File: src/logic/spisp_cfg.svh
// register map, field positions and constants of the serial port
`ifndef SPISP_CFG_SVH
`define SPISP_CFG_SVH
// ----------------------------------------------------------------
// register byte offsets
// ----------------------------------------------------------------
`define SPISP_OFS_STAT 4'h0
`define SPISP_OFS_CON1 4'h4
`define SPISP_OFS_CON2 4'h8
`define SPISP_OFS_BUF 4'hc
// ----------------------------------------------------------------
// status and control bits
// ----------------------------------------------------------------
`define SPISP_STAT_EN 15
`define SPISP_STAT_SIDL 13
`define SPISP_STAT_OVF 6
`define SPISP_STAT_TBF 1
`define SPISP_STAT_RBF 0
`define SPISP_STAT_WMASK 16'ha000
// ----------------------------------------------------------------
// control one bits
// ----------------------------------------------------------------
`define SPISP_C1_CKDIS 12
`define SPISP_C1_OUTDIS 11
`define SPISP_C1_W16 10
`define SPISP_C1_SMP 9
`define SPISP_C1_CKE 8
`define SPISP_C1_SELECT_ENABLE 7
`define SPISP_C1_CKP 6
`define SPISP_C1_MASTER_ENABLE 5
`define SPISP_C1_SECONDARY_PRESCALE 4:2
`define SPISP_C1_PRIMARY_PRESCALE 1:0
`define SPISP_C1_MASK 16'h1fff
// ----------------------------------------------------------------
// control two bits
// ----------------------------------------------------------------
`define SPISP_C2_FEN 15
`define SPISP_C2_FSD 14
`define SPISP_C2_FPOL 13
`define SPISP_C2_FDLY 1
`define SPISP_C2_MASK 16'he002
// ----------------------------------------------------------------
// word sizes and clock divider
// ----------------------------------------------------------------
`define SPISP_BITS_WORD 5'd16
`define SPISP_BITS_BYTE 5'd8
`define SPISP_MSB_WORD 4'd15
`define SPISP_MSB_BYTE 4'd7
`define SPISP_SECONDARY_PRESCALE_BASE 4'd8
`define SPISP_PRIMARY_PRESCALE_SH4 2
`define SPISP_PRIMARY_PRESCALE_SH16 4
`define SPISP_PRIMARY_PRESCALE_SH64 6
`define SPISP_RST_WORD 16'h0000
`endif

File: src/logic/spisp_pkg.sv
// types shared by the serial port design
`default_nettype none
package spisp_pkg;
   typedef enum logic [1:0] {
      SPISP_IDLE = 2'b00,
      SPISP_PRE = 2'b01,
      SPISP_XFER = 2'b10
   } spisp_st_e;

   typedef struct packed {
      spisp_st_e st;
      logic sck;
      logic [9:0] div;
      logic [4:0] bitcnt;
      logic [4:0] leads;
      logic [15:0] sr;
      logic samp;
      logic sdo;
      logic [15:0] txb;
      logic [15:0] rxb;
      logic tbf;
      logic rbf;
      logic ovf;
      logic [15:0] stat_ctl;
      logic [15:0] con1;
      logic [15:0] con2;
      logic ack;
      logic sck_d;
   } spisp_state_s;
endpackage : spisp_pkg
`default_nettype wire

File: src/logic/spisp_sync.sv
// synchroniser of STAGES stages (at least two, two by default) for pins entering the system clock domain
`timescale 1ns/1ps
`default_nettype none
module spisp_sync #(
   parameter int STAGES = 2,
   parameter int WIDTH = 1
) (
   input wire logic CLK_SYS,
   input wire logic RST_N,
   input wire logic [WIDTH-1:0] ASYNC_IN,
   output logic [WIDTH-1:0] SYNC_OUT
);
   if (STAGES < 2) begin : g_chk
      $error("spisp_sync needs at least two stages");
   end

   // ----------------------------------------------------------------
   // one chain per bit, only the last stage is visible
   // ----------------------------------------------------------------
   for (genvar i = 0; i < WIDTH; i++) begin : g_bit
      logic [STAGES-1:0] chain_reg;
      logic [STAGES-1:0] chain_next;
      always_comb begin
         chain_next = {chain_reg[STAGES-2:0], ASYNC_IN[i]};
      end
      always_ff @(posedge CLK_SYS or negedge RST_N) begin
         if (!RST_N) begin
            chain_reg <= '0;
         end else begin
            chain_reg <= chain_next;
         end
      end
      assign SYNC_OUT[i] = chain_reg[STAGES-1];
   end
endmodule : spisp_sync
`default_nettype wire

File: src/logic/spisp_top.sv
// framed serial port with avalon-mm register access
//
// The placing of the registers and the Avalon-MM register port were left to the implementer.
`timescale 1ns/1ps
`default_nettype none
`include "spisp_cfg.svh"
module spisp_top
   import spisp_pkg::*;
#(
   parameter int SYNC_STAGES = 2
) (
   input wire logic CLK_SYS,
   input wire logic RST_N,
   input wire logic [3:0] AVS_ADDRESS,
   input wire logic AVS_READ,
   input wire logic AVS_WRITE,
   input wire logic [31:0] AVS_WRITEDATA,
   input wire logic [3:0] AVS_BYTEENABLE,
   output logic [31:0] AVS_READDATA,
   output logic AVS_WAITREQUEST,
   input wire logic SERIAL_IN_PIN,
   output logic SERIAL_OUT_PIN,
   output logic SERIAL_OUT_PIN_OE,
   input wire logic SHIFT_CLOCK_PIN_I,
   output logic SHIFT_CLOCK_PIN_O,
   output logic SHIFT_CLOCK_PIN_OE,
   input wire logic SELECT_LOW_PIN_I,
   output logic SELECT_LOW_PIN_O,
   output logic SELECT_LOW_PIN_OE
);
   if (SYNC_STAGES < 2) begin : g_chk
      $error("spisp_top needs SYNC_STAGES of at least two");
   end

   spisp_state_s state_reg;
   spisp_state_s state_next;
   logic [2:0] pin_s;

   // ----------------------------------------------------------------
   // pin synchronisers: {select, data in, shift clock}
   // ----------------------------------------------------------------
   spisp_sync #(.STAGES(SYNC_STAGES), .WIDTH(3)) u_sync (
      .CLK_SYS(CLK_SYS),
      .RST_N(RST_N),
      .ASYNC_IN({SELECT_LOW_PIN_I, SERIAL_IN_PIN, SHIFT_CLOCK_PIN_I}),
      .SYNC_OUT(pin_s)
   );

   // ----------------------------------------------------------------
   // configuration decode
   // ----------------------------------------------------------------
   function automatic logic [9:0] spisp_half(input logic [1:0] pp, input logic [2:0] sp);
      logic [9:0] base;
      base = {6'h00, `SPISP_SECONDARY_PRESCALE_BASE - {1'b0, sp}};
      case (pp)
         2'b11: spisp_half = base;
         2'b10: spisp_half = base << `SPISP_PRIMARY_PRESCALE_SH4;
         2'b01: spisp_half = base << `SPISP_PRIMARY_PRESCALE_SH16;
         default: spisp_half = base << `SPISP_PRIMARY_PRESCALE_SH64;
      endcase
   endfunction : spisp_half

   logic en, mst, cpol, w16, select_enable, fen, fsd, fpol, fdly, cke_eff, ckdis, outdis;
   logic [4:0] nbits;
   logic [3:0] msb;
   logic [9:0] half;
   logic sel_in, sdi_s, sck_s, fs_act;
   assign en = state_reg.stat_ctl[`SPISP_STAT_EN];
   assign mst = state_reg.con1[`SPISP_C1_MASTER_ENABLE];
   assign cpol = state_reg.con1[`SPISP_C1_CKP];
   assign w16 = state_reg.con1[`SPISP_C1_W16];
   assign select_enable = state_reg.con1[`SPISP_C1_SELECT_ENABLE];
   assign ckdis = state_reg.con1[`SPISP_C1_CKDIS];
   assign outdis = state_reg.con1[`SPISP_C1_OUTDIS];
   assign fen = state_reg.con2[`SPISP_C2_FEN];
   assign fsd = state_reg.con2[`SPISP_C2_FSD];
   assign fpol = state_reg.con2[`SPISP_C2_FPOL];
   assign fdly = state_reg.con2[`SPISP_C2_FDLY];
   assign cke_eff = state_reg.con1[`SPISP_C1_CKE] & ~fen;
   assign nbits = w16 ? `SPISP_BITS_WORD : `SPISP_BITS_BYTE;
   assign msb = w16 ? `SPISP_MSB_WORD : `SPISP_MSB_BYTE;
   assign half = spisp_half(state_reg.con1[`SPISP_C1_PRIMARY_PRESCALE], state_reg.con1[`SPISP_C1_SECONDARY_PRESCALE]);
   assign sck_s = pin_s[0];
   assign sdi_s = pin_s[1];
   assign sel_in = pin_s[2];
   assign fs_act = (sel_in == fpol);

   // ----------------------------------------------------------------
   // bus handshake: one wait cycle, then the request is taken
   // ----------------------------------------------------------------
   logic bus_req, wr_acc, rd_acc, buf_wr, buf_rd;
   logic [15:0] wmask;
   assign bus_req = AVS_READ | AVS_WRITE;
   assign wr_acc = AVS_WRITE & state_reg.ack;
   assign rd_acc = AVS_READ & state_reg.ack;
   assign buf_wr = wr_acc && (AVS_ADDRESS == `SPISP_OFS_BUF) && (|AVS_BYTEENABLE[1:0]);
   assign buf_rd = rd_acc && (AVS_ADDRESS == `SPISP_OFS_BUF);
   assign wmask = {{8{AVS_BYTEENABLE[1]}}, {8{AVS_BYTEENABLE[0]}}};
   assign AVS_WAITREQUEST = bus_req & ~state_reg.ack;

   always_comb begin
      AVS_READDATA = 32'h0000_0000;
      if (rd_acc) begin
         case (AVS_ADDRESS)
            `SPISP_OFS_STAT: begin
               AVS_READDATA[15:0] = state_reg.stat_ctl;
               AVS_READDATA[`SPISP_STAT_OVF] = state_reg.ovf;
               AVS_READDATA[`SPISP_STAT_TBF] = state_reg.tbf;
               AVS_READDATA[`SPISP_STAT_RBF] = state_reg.rbf;
            end
            `SPISP_OFS_CON1: AVS_READDATA[15:0] = state_reg.con1;
            `SPISP_OFS_CON2: AVS_READDATA[15:0] = state_reg.con2;
            `SPISP_OFS_BUF: AVS_READDATA[15:0] = state_reg.rxb;
            default: AVS_READDATA = 32'h0000_0000;
         endcase
      end
   end

   // ----------------------------------------------------------------
   // clock events: generated in master, found on the pin in slave
   // ----------------------------------------------------------------
   logic tick, lead, trail, s_edge, m_start, s_sel, s_go, s_imm, lead_act, abort;
   assign tick = mst && (state_reg.st != SPISP_IDLE) && (state_reg.div == half - 10'd1);
   assign s_edge = ~mst && (sck_s != state_reg.sck_d);
   assign lead = mst ? (tick && (state_reg.sck == cpol)) : (s_edge && (sck_s != cpol));
   assign trail = mst ? (tick && (state_reg.sck != cpol)) : (s_edge && (sck_s == cpol));
   assign m_start = en && mst && (state_reg.st == SPISP_IDLE) && state_reg.tbf
      && (~fen || ~fsd || fs_act);
   // in framed mode the select enable is not looked at
   assign s_sel = fen | ~select_enable | ~sel_in;
   assign s_go = en && ~mst && (state_reg.st == SPISP_IDLE) && lead && s_sel
      && (~fen || ~fsd || fs_act);
   assign s_imm = s_go && ~(fen && fsd && ~fdly);
   assign lead_act = lead && ((state_reg.st == SPISP_XFER) || s_imm);
   assign abort = ~en || (~mst && ~s_sel && (state_reg.st != SPISP_IDLE));

   // ----------------------------------------------------------------
   // next state
   // ----------------------------------------------------------------
   logic done;
   logic rxbit;
   logic [15:0] shifted;
   logic [15:0] rx_word;
   always_comb begin
      state_next = state_reg;
      done = 1'b0;
      rxbit = 1'b0;
      shifted = state_reg.sr;
      rx_word = state_reg.rxb;
      state_next.sck_d = sck_s;
      state_next.ack = bus_req & ~state_reg.ack;
      // software register writes and clears first, so hardware sets below win; the buffer write goes last
      if (wr_acc) begin
         case (AVS_ADDRESS)
            `SPISP_OFS_STAT: begin
               state_next.stat_ctl = (state_reg.stat_ctl & ~(wmask & `SPISP_STAT_WMASK))
                  | (AVS_WRITEDATA[15:0] & wmask & `SPISP_STAT_WMASK);
               if (AVS_BYTEENABLE[0] && !AVS_WRITEDATA[`SPISP_STAT_OVF]) begin
                  state_next.ovf = 1'b0;
               end
            end
            `SPISP_OFS_CON1: state_next.con1 = (state_reg.con1 & ~(wmask & `SPISP_C1_MASK))
               | (AVS_WRITEDATA[15:0] & wmask & `SPISP_C1_MASK);
            `SPISP_OFS_CON2: state_next.con2 = (state_reg.con2 & ~(wmask & `SPISP_C2_MASK))
               | (AVS_WRITEDATA[15:0] & wmask & `SPISP_C2_MASK);
            default: state_next.ack = 1'b0;
         endcase
      end
      if (buf_rd) begin
         state_next.rbf = 1'b0;
      end
      // transfer engine
      case (state_reg.st)
         SPISP_IDLE: begin
            state_next.sck = cpol;
            state_next.div = 10'd0;
            state_next.bitcnt = 5'd0;
            state_next.leads = 5'd0;
            if (en && state_reg.tbf && (mst ? m_start : 1'b1)) begin
               state_next.sr = state_reg.txb;
               state_next.sdo = state_reg.txb[msb];
               state_next.tbf = 1'b0;
            end
            if (m_start) begin
               state_next.st = (fen && ~fsd && ~fdly) ? SPISP_PRE : SPISP_XFER;
            end
            if (s_go) begin
               state_next.st = SPISP_XFER;
            end
         end
         SPISP_PRE: begin
            if (trail) begin
               state_next.st = SPISP_XFER;
            end
         end
         SPISP_XFER: begin
            if (trail) begin
               rxbit = cke_eff ? state_reg.samp : sdi_s;
               shifted = {state_reg.sr[14:0], rxbit};
               state_next.sr = shifted;
               state_next.bitcnt = state_reg.bitcnt + 5'd1;
               if (cke_eff) begin
                  state_next.sdo = shifted[msb];
               end
               if (state_reg.bitcnt == nbits - 5'd1) begin
                  done = 1'b1;
                  state_next.st = SPISP_IDLE;
                  rx_word = w16 ? shifted : {8'h00, shifted[7:0]};
               end
            end
         end
         default: state_next.st = SPISP_IDLE;
      endcase
      if (mst && (state_reg.st != SPISP_IDLE)) begin
         state_next.div = tick ? 10'd0 : state_reg.div + 10'd1;
         if (tick) begin
            state_next.sck = ~state_reg.sck;
         end
      end
      if (lead_act) begin
         state_next.leads = state_reg.leads + 5'd1;
         if (cke_eff) begin
            state_next.samp = sdi_s;
         end else begin
            state_next.sdo = state_reg.sr[msb];
         end
      end
      if (done) begin
         if (state_next.rbf) begin
            state_next.ovf = 1'b1;
         end else begin
            state_next.rxb = rx_word;
            state_next.rbf = 1'b1;
         end
      end
      if (abort) begin
         state_next.st = SPISP_IDLE;
         state_next.bitcnt = 5'd0;
      end
      if (buf_wr) begin
         state_next.txb = (state_reg.txb & ~wmask) | (AVS_WRITEDATA[15:0] & wmask);
         state_next.tbf = 1'b1;
      end
   end

   always_ff @(posedge CLK_SYS or negedge RST_N) begin
      if (!RST_N) begin
         state_reg <= '0;
      end else begin
         state_reg <= state_next;
      end
   end

   // ----------------------------------------------------------------
   // pins
   // ----------------------------------------------------------------
   logic fr_on;
   assign fr_on = (state_reg.st == SPISP_PRE)
      || ((state_reg.st == SPISP_XFER) && (state_reg.bitcnt == 5'd0) && fdly);
   assign SERIAL_OUT_PIN = state_reg.sdo;
   assign SERIAL_OUT_PIN_OE = en && ~outdis && (mst || fen || ~select_enable || ~sel_in);
   assign SHIFT_CLOCK_PIN_O = state_reg.sck;
   assign SHIFT_CLOCK_PIN_OE = en && mst && ~ckdis;
   assign SELECT_LOW_PIN_O = fr_on ? fpol : ~fpol;
   assign SELECT_LOW_PIN_OE = en && fen && ~fsd;
endmodule : spisp_top
`default_nettype wire

File: config.mk
export PLATFORM = sky130hd
export DESIGN_NAME = spisp_top
export DESIGN_NICKNAME = d
export VERILOG_FILES = /design/src/logic/spisp_pkg.sv /design/src/logic/spisp_sync.sv /design/src/logic/spisp_top.sv
export VERILOG_INCLUDE_DIRS = /design/src /design/src/logic
export SDC_FILE = /design/constraint.sdc
export NUM_CORES = 1
export LEC_CHECK = 0
export BUFFER_PORTS_ARGS = -buffer_cell sky130_fd_sc_hd__buf_2
export CAP_MARGIN = 10
export CORE_UTILIZATION = 45
export DETAILED_ROUTE_END_ITERATION = 16
export GPL_ROUTABILITY_DRIVEN = 0
export HOLD_SLACK_MARGIN = 0.06
export PLACE_DENSITY = 0.66
export SKIP_CTS_REPAIR_TIMING = 1
export SLEW_MARGIN = 20
export SYNTH_ARGS = -nofsm -noshare
export SYNTH_HDL_FRONTEND = slang
export SYNTH_SLANG_ARGS = --single-unit
File: constraint.sdc
create_clock -name CLK_SYS -period 6.8 [get_ports CLK_SYS]
set_input_delay 1.02 -clock CLK_SYS [delete_from_list [all_inputs] [get_ports CLK_SYS]]
set_output_delay 1.02 -clock CLK_SYS [all_outputs]
set_load 0.01 [all_outputs]
# --- After elaboration in Yosys (flattened, before gate mapping) ---
# Cells that the tools add are included.
op_classes:
  magnitude_cmp: 1
  addsub: 5
  muxes: 56
  reduce_logical: 66
  n_eq_ne: 22
  bitwise_logic: 35
op_table:
  columns: ["op", "count"]
  rows:
  - ["16-bit 2-to-1 mux", 6]
  - ["16-bit bitwise AND", 5]
  - ["16-bit case mux with 4 select lines", 1]
  - ["50-bit 2-to-1 mux", 1]
  - ["16-bit NOT", 3]
  - ["16-bit bitwise OR", 3]
  - ["1-bit logical AND", 37]
  - ["16-bit case mux with 2 select lines", 1]
  - ["10-bit case mux with 3 select lines", 1]
  - ["1-bit 2-to-1 mux", 24]
  - ["11-bit 2-to-1 mux", 2]
  - ["17-bit 2-to-1 mux", 1]
  - ["2-bit 2-to-1 mux", 8]
  - ["13-bit NOT with 16-bit output", 1]
  - ["16-bit by 13-bit bitwise OR with 16-bit output", 1]
  - ["5-bit 2-to-1 mux", 3]
  - ["1-bit NOT", 15]
  - ["1-bit binary-select mux with 4-bit select", 3]
  - ["2-bit AND reduction", 6]
  - ["10-bit by 1-bit adder with 10-bit output (second input constant)", 1]
  - ["10-bit equality test", 1]
  - ["10-bit 2-to-1 mux", 1]
  - ["5-bit case mux with 2 select lines", 1]
  - ["2-bit nonzero test", 5]
  - ["other kinds (32)", 54]
word_totals:
  regBits: 127
  elab_cells: 205

# --- Longest topological paths before layout ---
# Gate-level depths: netlist of run 1.
depth:
  word_depth: 14
  mapped_depth: 16

# --- Modules after synthesis ---
# From an unflattened synthesis of run 1, not the netlist that was laid out.
hier_totals:
  cells_unflattened: 599
  area_unflattened_um2: 5587.9
modules_own_cells:
  columns: ["module", "seq_area_each_um2", "cells_per_inst", "area_each_um2", "n_inst"]
  rows:
  - ["spisp_top", 2302.2, 590, 5415.2, 1]
  - ["spisp_sync", 150.1, 9, 172.7, 1]

# --- Worst setup path after synthesis of run 1 ---
# No wires, ideal clock.
synth_timing:
  kind: "register -> register"
  start: "register (tool-made name)"
  end: "register state_reg[100] in the netlist's numbering"
  period_less_slack_ns: 3.750
  stages_incl_launch_ff: 16
  setup_slack_ns: 3.050
  t_required_ns: 6.673
  setup_ns: 0.127
  arrival_ns: 3.623
  cell_sequence: "dfrtp_1 -> clkbuf_1 -> inv_1 -> ha_1 -> clkbuf_1 -> nand3_1 -> ha_1 -> xor2_1 -> nand4_1 -> a211o_1 -> nor4_1 -> a21o_4 -> a22o_1 -> buf_4 -> buf_6 -> mux2_1"
synth_rtl:
  columns: ["item", "line_no", "source"]
  rows:
  - ["end signal: assignment", "spisp_top.sv:250", "state_reg <= state_next;"]
  - ["end: declaration", "spisp_top.sv:35", "spisp_state_s state_reg;"]

==> metrics.log, run 1 <==
[metrics] total setup violations reported at the end of the flow: 0
[metrics] Tightest Pin Transition: roughly 0.93 ns
[metrics] effective utilization at floorplan: 0.460
[metrics] Req. time, crit path: around 7.0 ns
[metrics] ys async rst share: 1.00
[metrics] Clock Sinks: approximately 100
[metrics] number of buffers created by CTS: 9
[metrics] met1 track demand over resource: 0.298
[metrics] Via density: about 5.7
[metrics] final global-route overflow total: 0
[metrics] fraction of final layout cells with drive strength greater than 1: 0.225
[metrics] Die X-Extent: between 100 and 150 um
[metrics] Reg clk slew, reported paths: about 0.070 ns
[metrics] Initial DRC Count: 315
[metrics] result of the run: finished, final reports clean
[metrics] Cell Chain, Critical Path: inv_1, ha_1, nand3_1, ha_1, xor2_1, nand4_1, a211o_1, nor4_1, a21o_4, a22o_1, mux2_1
[metrics] drt drc: 0
[metrics] met2 track demand over resource in global routing: 0.369
[metrics] Critical Path Source Type: flop
[metrics] CP Max Fanout: 16
[metrics] cells after synthesis: between 500 and 600
[metrics] proportion of synthesized chip area in sequential cells: 0.422
[metrics] routed length per instance: 17.6 um
[metrics] synthesized flop and latch total: 98
[metrics] maximum number of pins on one net before global-route repair: 68
[metrics] fill cell total of the finished layout: between 1,000 and 1,500
[metrics] HPWL after DPL: between 9000 and 10,000 um
[metrics] crit-path max cell delay: 0.77 ns
[metrics] placeable core region: roughly 13,000 sq um
[metrics] Max Clock Freq: approximately 220 MHz
[metrics] Cell Rows: a little over 40
[metrics] minimum clock period: approximately 4.6 ns
[metrics] vias in the first global route: 4,387
[metrics] Tightest Hold Check Type: reg2reg
[metrics] H-tree depth: 3
[metrics] sum of negative setup slack: 0 ns
[metrics] TritonCTS clock tree: done
[metrics] die outline area: around 13,000 sq um
[metrics] num ports: 86
[metrics] total wire length after detailed routing: around 14,000 um
[metrics] kind of end point of the critical path: flop
[metrics] first-pass GRT wire length: 22,900 um
[metrics] die boundary height: around 120 um
[metrics] peak supply drop: around 0.16 mV
[metrics] vias: 4,483
[metrics] portion of total power attributed to sequential cells: 0.433
[metrics] number of nets still failing antenna checks after routing: 0
[metrics] total standard cell area after synthesis: roughly 5800 sq um
[metrics] hold violation total from the final report: 0
[metrics] areal power density over the cells: between 200 and 300 nW/um^2
[metrics] utilization of the core after routing: 0.508
[metrics] total net switching power: between 0.0005 and 0.0006 W
[metrics] data arrival time of the critical path: 4.81 ns
[metrics] max-slew violations: 0
[metrics] combinational cell fraction of total power: 0.258
[metrics] met3 global-route usage: 0.0429
[metrics] count of warnings emitted by yosys: 0
[metrics] part of the cycle the worst path needs: 0.673
[metrics] layout net count: around 670
[metrics] Cell Area, Placed: between 6000 and 7000 sq um
[metrics] total of max-cap violations: 0
[metrics] fraction of power consumed by the clock network: 0.308
[metrics] static power due to leakage: 3.04 nW
[metrics] number of antenna violations at the first check in global routing: 0
[metrics] area added between synthesis and finish: 10.4%
[metrics] internal power contribution: around 0.0012 W
[metrics] Crit path top cell by count: sky130_fd_sc_hd__ha_1
[metrics] type of the worst setup path: reg2reg
[metrics] layer with the highest usage after global routing: met2
[metrics] TritonRoute pass-1 iters: 5
[metrics] clock latency on the worst-skew pair: around 0.35 ns
[metrics] Antenna Diode Count: 0
[metrics] global-route total usage across every layer: 0.225
[metrics] clk buf depth: 2
[metrics] Switching Fraction: 0.331
[metrics] Yosys cell types: 74
[metrics] Mean Syn Cell Area: between 10 and 15 sq um
[metrics] standard cell with the maximum stage delay on the critical path: sky130_fd_sc_hd__a22o_1
[metrics] RSZ-0062 raised after global routing: false
[metrics] worst clock skew: about 0.0066 ns
[metrics] summed area of non-filler cells in the final layout: between 6000 and 7000 sq um
[metrics] number of enable flip-flop cells after synthesis: 0
[metrics] Port Buf Inserts: 51
[metrics] clock root buffer: sky130_fd_sc_hd__clkbuf_16
[metrics] remaining max-slew budget at the tightest pin: 0.375
[metrics] Primary FF master, synth: sky130_fd_sc_hd__dfrtp_1
[final timing paths]
| check | slack [ns] | startpoint | to | cells past startpoint |
|---|---|---|---|---|
| setup reg to reg | 2.23 | flop | state_reg[95] | 11 |
| min in group asynchronous | 0.60 | RST_N | state_reg[114] | 1 |
| max in group asynchronous | 5.02 | RST_N | SERIAL_OUT_PIN | 2 |
| hold reg to reg | 0.35 | u_sync.g_bit[2].chain_reg[0] | u_sync.g_bit[2].chain_reg[1] | 0 |
| hold / removal | 0.35 | u_sync.g_bit[2].chain_reg[0] | u_sync.g_bit[2].chain_reg[1] | 0 |
| setup / recovery | 2.23 | flop | state_reg[95] | 11 |
[worst max-delay path, delay by kind of cell, from the launching register on]
kind | cells | cell delay (ns)
buffers and inverters | 1 | 0.19
xor gates and xnor gates | 1 | 0.15
and+or+nand+nor | 3 | 0.75
muxes | 1 | 0.39
adders and majority gates | 2 | 0.96
DFF | 1 | 0.65
AOI/OAI and AO/OA | 3 | 1.36
[cells in the mapped netlist, types with 3 or more instances]
cell / count / area share
sky130_fd_sc_hd__nor2b_1: 7 / 0.0075
sky130_fd_sc_hd__and3_1: 7 / 0.0075
sky130_fd_sc_hd__a21oi_1: 16 / 0.014
sky130_fd_sc_hd__a22oi_1: 15 / 0.019
sky130_fd_sc_hd__or2_2: 4 / 0.0043
sky130_fd_sc_hd__and3b_1: 3 / 0.0045
sky130_fd_sc_hd__o2bb2ai_1: 3 / 0.0045
sky130_fd_sc_hd__nand2_1: 49 / 0.032
sky130_fd_sc_hd__mux2_1: 17 / 0.033
sky130_fd_sc_hd__nor4_1: 4 / 0.0043
sky130_fd_sc_hd__a21o_1: 5 / 0.0065
sky130_fd_sc_hd__buf_6: 3 / 0.0058
sky130_fd_sc_hd__mux2i_1: 19 / 0.033
sky130_fd_sc_hd__mux2_2: 53 / 0.10
sky130_fd_sc_hd__buf_4: 17 / 0.022
sky130_fd_sc_hd__clkbuf_1: 17 / 0.011
sky130_fd_sc_hd__nor3_1: 6 / 0.0052
sky130_fd_sc_hd__o21ai_0: 28 / 0.024
sky130_fd_sc_hd__nand2b_1: 7 / 0.0075
sky130_fd_sc_hd__nor3b_1: 4 / 0.0052
sky130_fd_sc_hd__dfrtp_1: 98 / 0.42
sky130_fd_sc_hd__nand3_1: 16 / 0.014
sky130_fd_sc_hd__nand4_1: 6 / 0.0065
sky130_fd_sc_hd__xor2_1: 11 / 0.017
sky130_fd_sc_hd__a22o_1: 3 / 0.0045
sky130_fd_sc_hd__xnor2_1: 8 / 0.012
sky130_fd_sc_hd__ha_1: 5 / 0.011
sky130_fd_sc_hd__nor2_1: 49 / 0.032
sky130_fd_sc_hd__o211ai_1: 3 / 0.0039
sky130_fd_sc_hd__buf_1: 3 / 0.0019
sky130_fd_sc_hd__a31oi_1: 5 / 0.0054
sky130_fd_sc_hd__a211oi_1: 5 / 0.0065
sky130_fd_sc_hd__inv_1: 25 / 0.016
sky130_fd_sc_hd__nand3b_1: 4 / 0.0052
sky130_fd_sc_hd__buf_2: 6 / 0.0052
[layout make-up]
type,instances,area [sq um],area share
sequential,98,2450,0.382
clock inverter,5,61.3,0.00956
tap,172,215,0.0336
clock buffer,11,253,0.0394
timing repair buffer,54,280,0.0437
multi-input combinational,426,3060,0.477
inverter,25,93.8,0.0146
[stage by stage]
stage | total power [W] | hold WS, ns | worst slack, ns | std cells
3_3_place_gp | 0.00119 | 0.334 | 2.34 | 775
3_5_place_dp | 0.00120 | 0.336 | 2.20 | 775
4_1_cts | 0.00174 | 0.351 | 2.19 | 791
6_report | 0.00173 | 0.350 | 2.23 | 791
5_1_grt | 0.00183 | 0.359 | 1.92 | 791
2_1_floorplan | 0.00108 | 0.331 | 3.05 | 595
[metal layers]
layer	up-vias	routed length (um)
met5	-	0
met2	135	6880
li1	2126	-
met3	19	713
met1	2203	6110
met4	0	221
[cell usage in the layout, fill, tap and decap left out, types with 4 or more instances in the layout]
cell type,count
sky130_fd_sc_hd__dfrtp_1,98
sky130_fd_sc_hd__mux2_2,53
sky130_fd_sc_hd__buf_2,50
sky130_fd_sc_hd__nand2_1,49
sky130_fd_sc_hd__nor2_1,48
sky130_fd_sc_hd__o21ai_0,28
sky130_fd_sc_hd__inv_1,25
sky130_fd_sc_hd__mux2i_1,19
sky130_fd_sc_hd__mux2_1,17
sky130_fd_sc_hd__nand3_1,16
sky130_fd_sc_hd__a21oi_1,16
sky130_fd_sc_hd__conb_1,16
sky130_fd_sc_hd__a22oi_1,15
sky130_fd_sc_hd__xor2_1,11
sky130_fd_sc_hd__clkbuf_16,9
sky130_fd_sc_hd__xnor2_1,8
sky130_fd_sc_hd__nand2b_1,7
sky130_fd_sc_hd__nor2b_1,7
sky130_fd_sc_hd__and3_1,7
sky130_fd_sc_hd__nor3_1,6
sky130_fd_sc_hd__nand4_1,6
sky130_fd_sc_hd__a31oi_1,5
sky130_fd_sc_hd__a211oi_1,5
sky130_fd_sc_hd__a21o_1,5
sky130_fd_sc_hd__ha_1,5
sky130_fd_sc_hd__nand3b_1,4
sky130_fd_sc_hd__or2_2,4
sky130_fd_sc_hd__nor4_1,4
sky130_fd_sc_hd__nor3b_1,4
sky130_fd_sc_hd__buf_4,4
[kinds of logic (layout without fill, tap and decap cells)]
logic type	Yosys count	count (layout)	share of synthesized area
AND/OR/NAND/NOR	180	180	0.158
AO/OA/AOI/OAI	114	114	0.140
flip-flops	98	98	0.422
multiplexers	91	91	0.174
buffers and inverters	71	95	0.0620
XOR/XNOR	20	20	0.0325
adder cells (fa/ha/maj)	5	5	0.0108
other	1	16	0.000645
[power by group through the flow]
stage | logic, W | clock network, W | registers (W)
3_3_place_gp | 0.000430 | 0 | 0.000755
5_1_grt | 0.000495 | 0.000570 | 0.000763
6_report | 0.000447 | 0.000533 | 0.000750
4_1_cts | 0.000447 | 0.000542 | 0.000749
2_1_floorplan | 0.000375 | 0 | 0.000708
3_5_place_dp | 0.000443 | 0 | 0.000760
Note: power is estimated with default switching activity, not from simulation.
==> run 2: changes to the inputs <==
Clock period 6.8 ns to 4.8 ns, I/O delays scaled along.
==> run 2 against run 1 <==
Combinational power rose by 45%. Clock skew up 0.00081 ns. Core utilization increased by 0.24 points. Clock power up 42%. Via count decreased by 0.42%. Final area is 0.47% higher. Total power rose by 42%. Flip-flop and latch count did not move. Sequential share of layout area shrank 0.18 points. Largest cell class unchanged. Largest power group unchanged.
==> metrics.log, run 2 (same netlist as run 1, synthesis figures left out) <==
[metrics] result of the run: finished, final reports clean
[metrics] total net switching power: 0.000810 W (+41%)
[metrics] vias: 4,464 (-0.42%)
[metrics] total of max-cap violations: 0 (unchanged)
[metrics] global-route total usage across every layer: 0.221 (-0.00376)
[metrics] placed insts: 779 (+0.52%)
[metrics] layout net count: 670 (+0.60%)
[metrics] hold violation total from the final report: 0 (unchanged)
[metrics] Tightest Hold Check Type: reg2reg
[metrics] Reg clk slew, reported paths: 0.07 ns (about the same)
[metrics] data arrival time of the critical path: 4.22 ns (-0.59 ns)
[metrics] die outline area: 13,400 sq um (unchanged)
[metrics] Cell Area, Placed: 6130 sq um (+0.49%)
[metrics] type of the worst setup path: reg2reg
[metrics] Cell Rows: 41 (unchanged)
[metrics] crit path buf inv count: 1 (unchanged)
[metrics] Cell Chain, Critical Path: inv_1, ha_1, nand3_1, ha_1, xor2_1, nand4_1, a211o_1, nor4_1, a21o_4, nand4_4, mux2_1
[metrics] area occupied by multi-input gates: 3060 sq um (unchanged)
[metrics] peak supply drop: 0.229 mV (+42%)
[metrics] fraction of final layout cells with drive strength greater than 1: 0.230 (+0.00498)
[metrics] number of nets still failing antenna checks after routing: 0 (unchanged)
[metrics] pre-CTS setup slack: 0.839 ns (-1.36 ns)
[metrics] clock root buffer: sky130_fd_sc_hd__clkbuf_16
[metrics] portion of total power attributed to sequential cells: 0.428 (-0.005)
[metrics] Worst Slack Setup Final: 0.813 ns (-1.41 ns)
[metrics] Clock Sinks: 98 (unchanged)
[metrics] clock latency on the worst-skew pair: 0.35 ns (about the same)
[metrics] maximum number of pins on one net before global-route repair: 57 (-16%)
[metrics] drt drc: 0 (unchanged)
[metrics] Via density: 5.62 (-0.92%)
[metrics] max-slew violations: 0 (unchanged)
[metrics] final global-route overflow total: 0 (unchanged)
[metrics] Tightest Pin Transition: 0.940 ns (+0.00564 ns)
[metrics] Max Clock Freq: 251 MHz (+15%)
[metrics] fraction of power consumed by the clock network: 0.308 (about the same)
[metrics] clk buf depth: 2 (unchanged)
[metrics] total setup violations reported at the end of the flow: 0 (unchanged)
[metrics] Die X-Extent: 116 um (unchanged)
[metrics] most frequent cells in the layout: 98 x sky130_fd_sc_hd__dfrtp_1, 53 x sky130_fd_sc_hd__mux2_2, 50 x sky130_fd_sc_hd__buf_2
[metrics] total wire length after detailed routing: 13,700 um (-1.6%)
[metrics] number of antenna violations at the first check in global routing: 0 (unchanged)
[metrics] number of buffers created by CTS: 9 (unchanged)
[metrics] first-pass GRT wire length: 22,500 um (-1.9%)
[metrics] placeable core region: 12,600 sq um (unchanged)
[metrics] largest delay contributor family on the critical path: simple AND/OR/NAND/NOR gates
[metrics] TritonRoute pass-1 iters: 5 (unchanged)
[metrics] area added between synthesis and finish: 10.9%
[metrics] FF+latch area: 2450 sq um (unchanged)
[metrics] minimum clock period: 3.99 ns (-0.587 ns)
[metrics] routed length per instance: 17.2 um (-2.1%)
[metrics] areal power density over the cells: 381 nW/um^2 (+41%)
[metrics] part of the cycle the worst path needs: 0.831 (+0.158)
[metrics] worst clock skew: 0.00742 ns (+0.000813 ns)
[metrics] H-tree depth: 3 (unchanged)
[metrics] Req. time, crit path: 5.04 ns (-1.99 ns)
[metrics] num ports: 86 (unchanged)
[metrics] Critical Path Source Type: flop
[metrics] RSZ-0062 raised after global routing: false
[metrics] most frequent standard cell in the layout excluding fill and tap cells: sky130_fd_sc_hd__dfrtp_1
[metrics] combinational cell fraction of total power: 0.264 (+0.006)
[metrics] fill cell total of the finished layout: 1,188 (-0.25%)
[metrics] internal power contribution: 0.00164 W (+42%)
[metrics] CP Max Fanout: 16 (unchanged)
[metrics] Crit path top cell by count: sky130_fd_sc_hd__ha_1
[metrics] vias in the first global route: 4,425 (+0.87%)
[metrics] Switching Fraction: 0.330 (-0.00147)
[metrics] crit-path max cell delay: 0.61 ns (-0.16 ns)
[metrics] die boundary height: 116 um (unchanged)
[metrics] kind of end point of the critical path: flop
[metrics] remaining max-slew budget at the tightest pin: 0.371 (-0.00377)
[metrics] Initial DRC Count: 299 (-5.1%)
[metrics] summed area of non-filler cells in the final layout: 6440 sq um (+0.47%)
[metrics] Layout Cells excl Fill: 795 (+0.51%)
[metrics] sum of negative setup slack: 0 ns (unchanged)
[metrics] static power due to leakage: 3.06 nW (+0.68%)
[metrics] standard cell with the maximum stage delay on the critical path: sky130_fd_sc_hd__ha_1
[metrics] effective utilization at floorplan: 0.460 (unchanged)
[metrics] total power of the final layout: 0.00245 W (+42%)
[metrics] HPWL after DPL: 9860 um (-0.56%)
[metrics] TritonCTS clock tree: done
[metrics] Antenna Diode Count: 0 (unchanged)
[metrics] Port Buf Inserts: 51 (unchanged)
## run 2: cell types whose count changed in the layout (fill, tap and decap cells not counted), sizes merged
cell  before  now
buf       54   58
## run 2: per-stage QoR
step	hold slack (ns)	utilization
floorplan	0.331	-
global placement	0.334	0.486
detailed placement	0.340	0.486
CTS	0.355	0.511
global route	0.367	0.511
finish	0.353	0.511
## run 2: worst register-to-register path: cells and delay by family (launching register included)
family,cells,cell delay [ns]
flops,1,0.51
buf+inv,1,0.10
compound gates,2,0.58
simple gates,4,1.12
mux,1,0.47
xor+xnor,1,0.16
fa+ha+maj,2,0.93
## run 2: worst paths after layout
| check | start | to | slack (ns) | cells past startpoint |
|---|---|---|---|---|
| worst max-delay path | flop | state_reg[53] | 0.81 | 11 |
| worst min-delay path | u_sync.g_bit[1].chain_reg[0] | u_sync.g_bit[1].chain_reg[1] | 0.35 | 0 |
| worst max register to register | flop | state_reg[53] | 0.81 | 11 |
| worst min register to register | u_sync.g_bit[1].chain_reg[0] | u_sync.g_bit[1].chain_reg[1] | 0.35 | 0 |
| max in group asynchronous | RST_N | state_reg[55] | 3.37 | 2 |
| min in group asynchronous | RST_N | asynchronous set/reset pin | 0.40 | 1 |
## run 2: final cells by class
class	instances	share of cell area
Inverter	25	0.0146
Tap cell	172	0.0334
Clock inverter	5	0.00952
Clock buffer	11	0.0392
Timing Repair Buffer	58	0.0482
Sequential cell	98	0.381
Multi-Input combinational cell	426	0.474
## run 2: layer usage
metal  wire length, um  global-route usage  up-vias
met3               434              0.0329       17
met1              6330               0.291     2223
li1                  -                   -     2123
met4               261              0.0846        0
met5                 0                   0        -
met2              6680               0.371      101
## run 2: power by group through the flow
stage | clock network [W] | logic, W | registers, W
after global placement | 0 | 0.000626 | 0.00106
after floorplan | 0 | 0.000531 | 0.00100
after CTS | 0.000768 | 0.000648 | 0.00105
final | 0.000756 | 0.000647 | 0.00105
after detailed placement | 0 | 0.000643 | 0.00107
after global routing | 0.000799 | 0.000718 | 0.00107
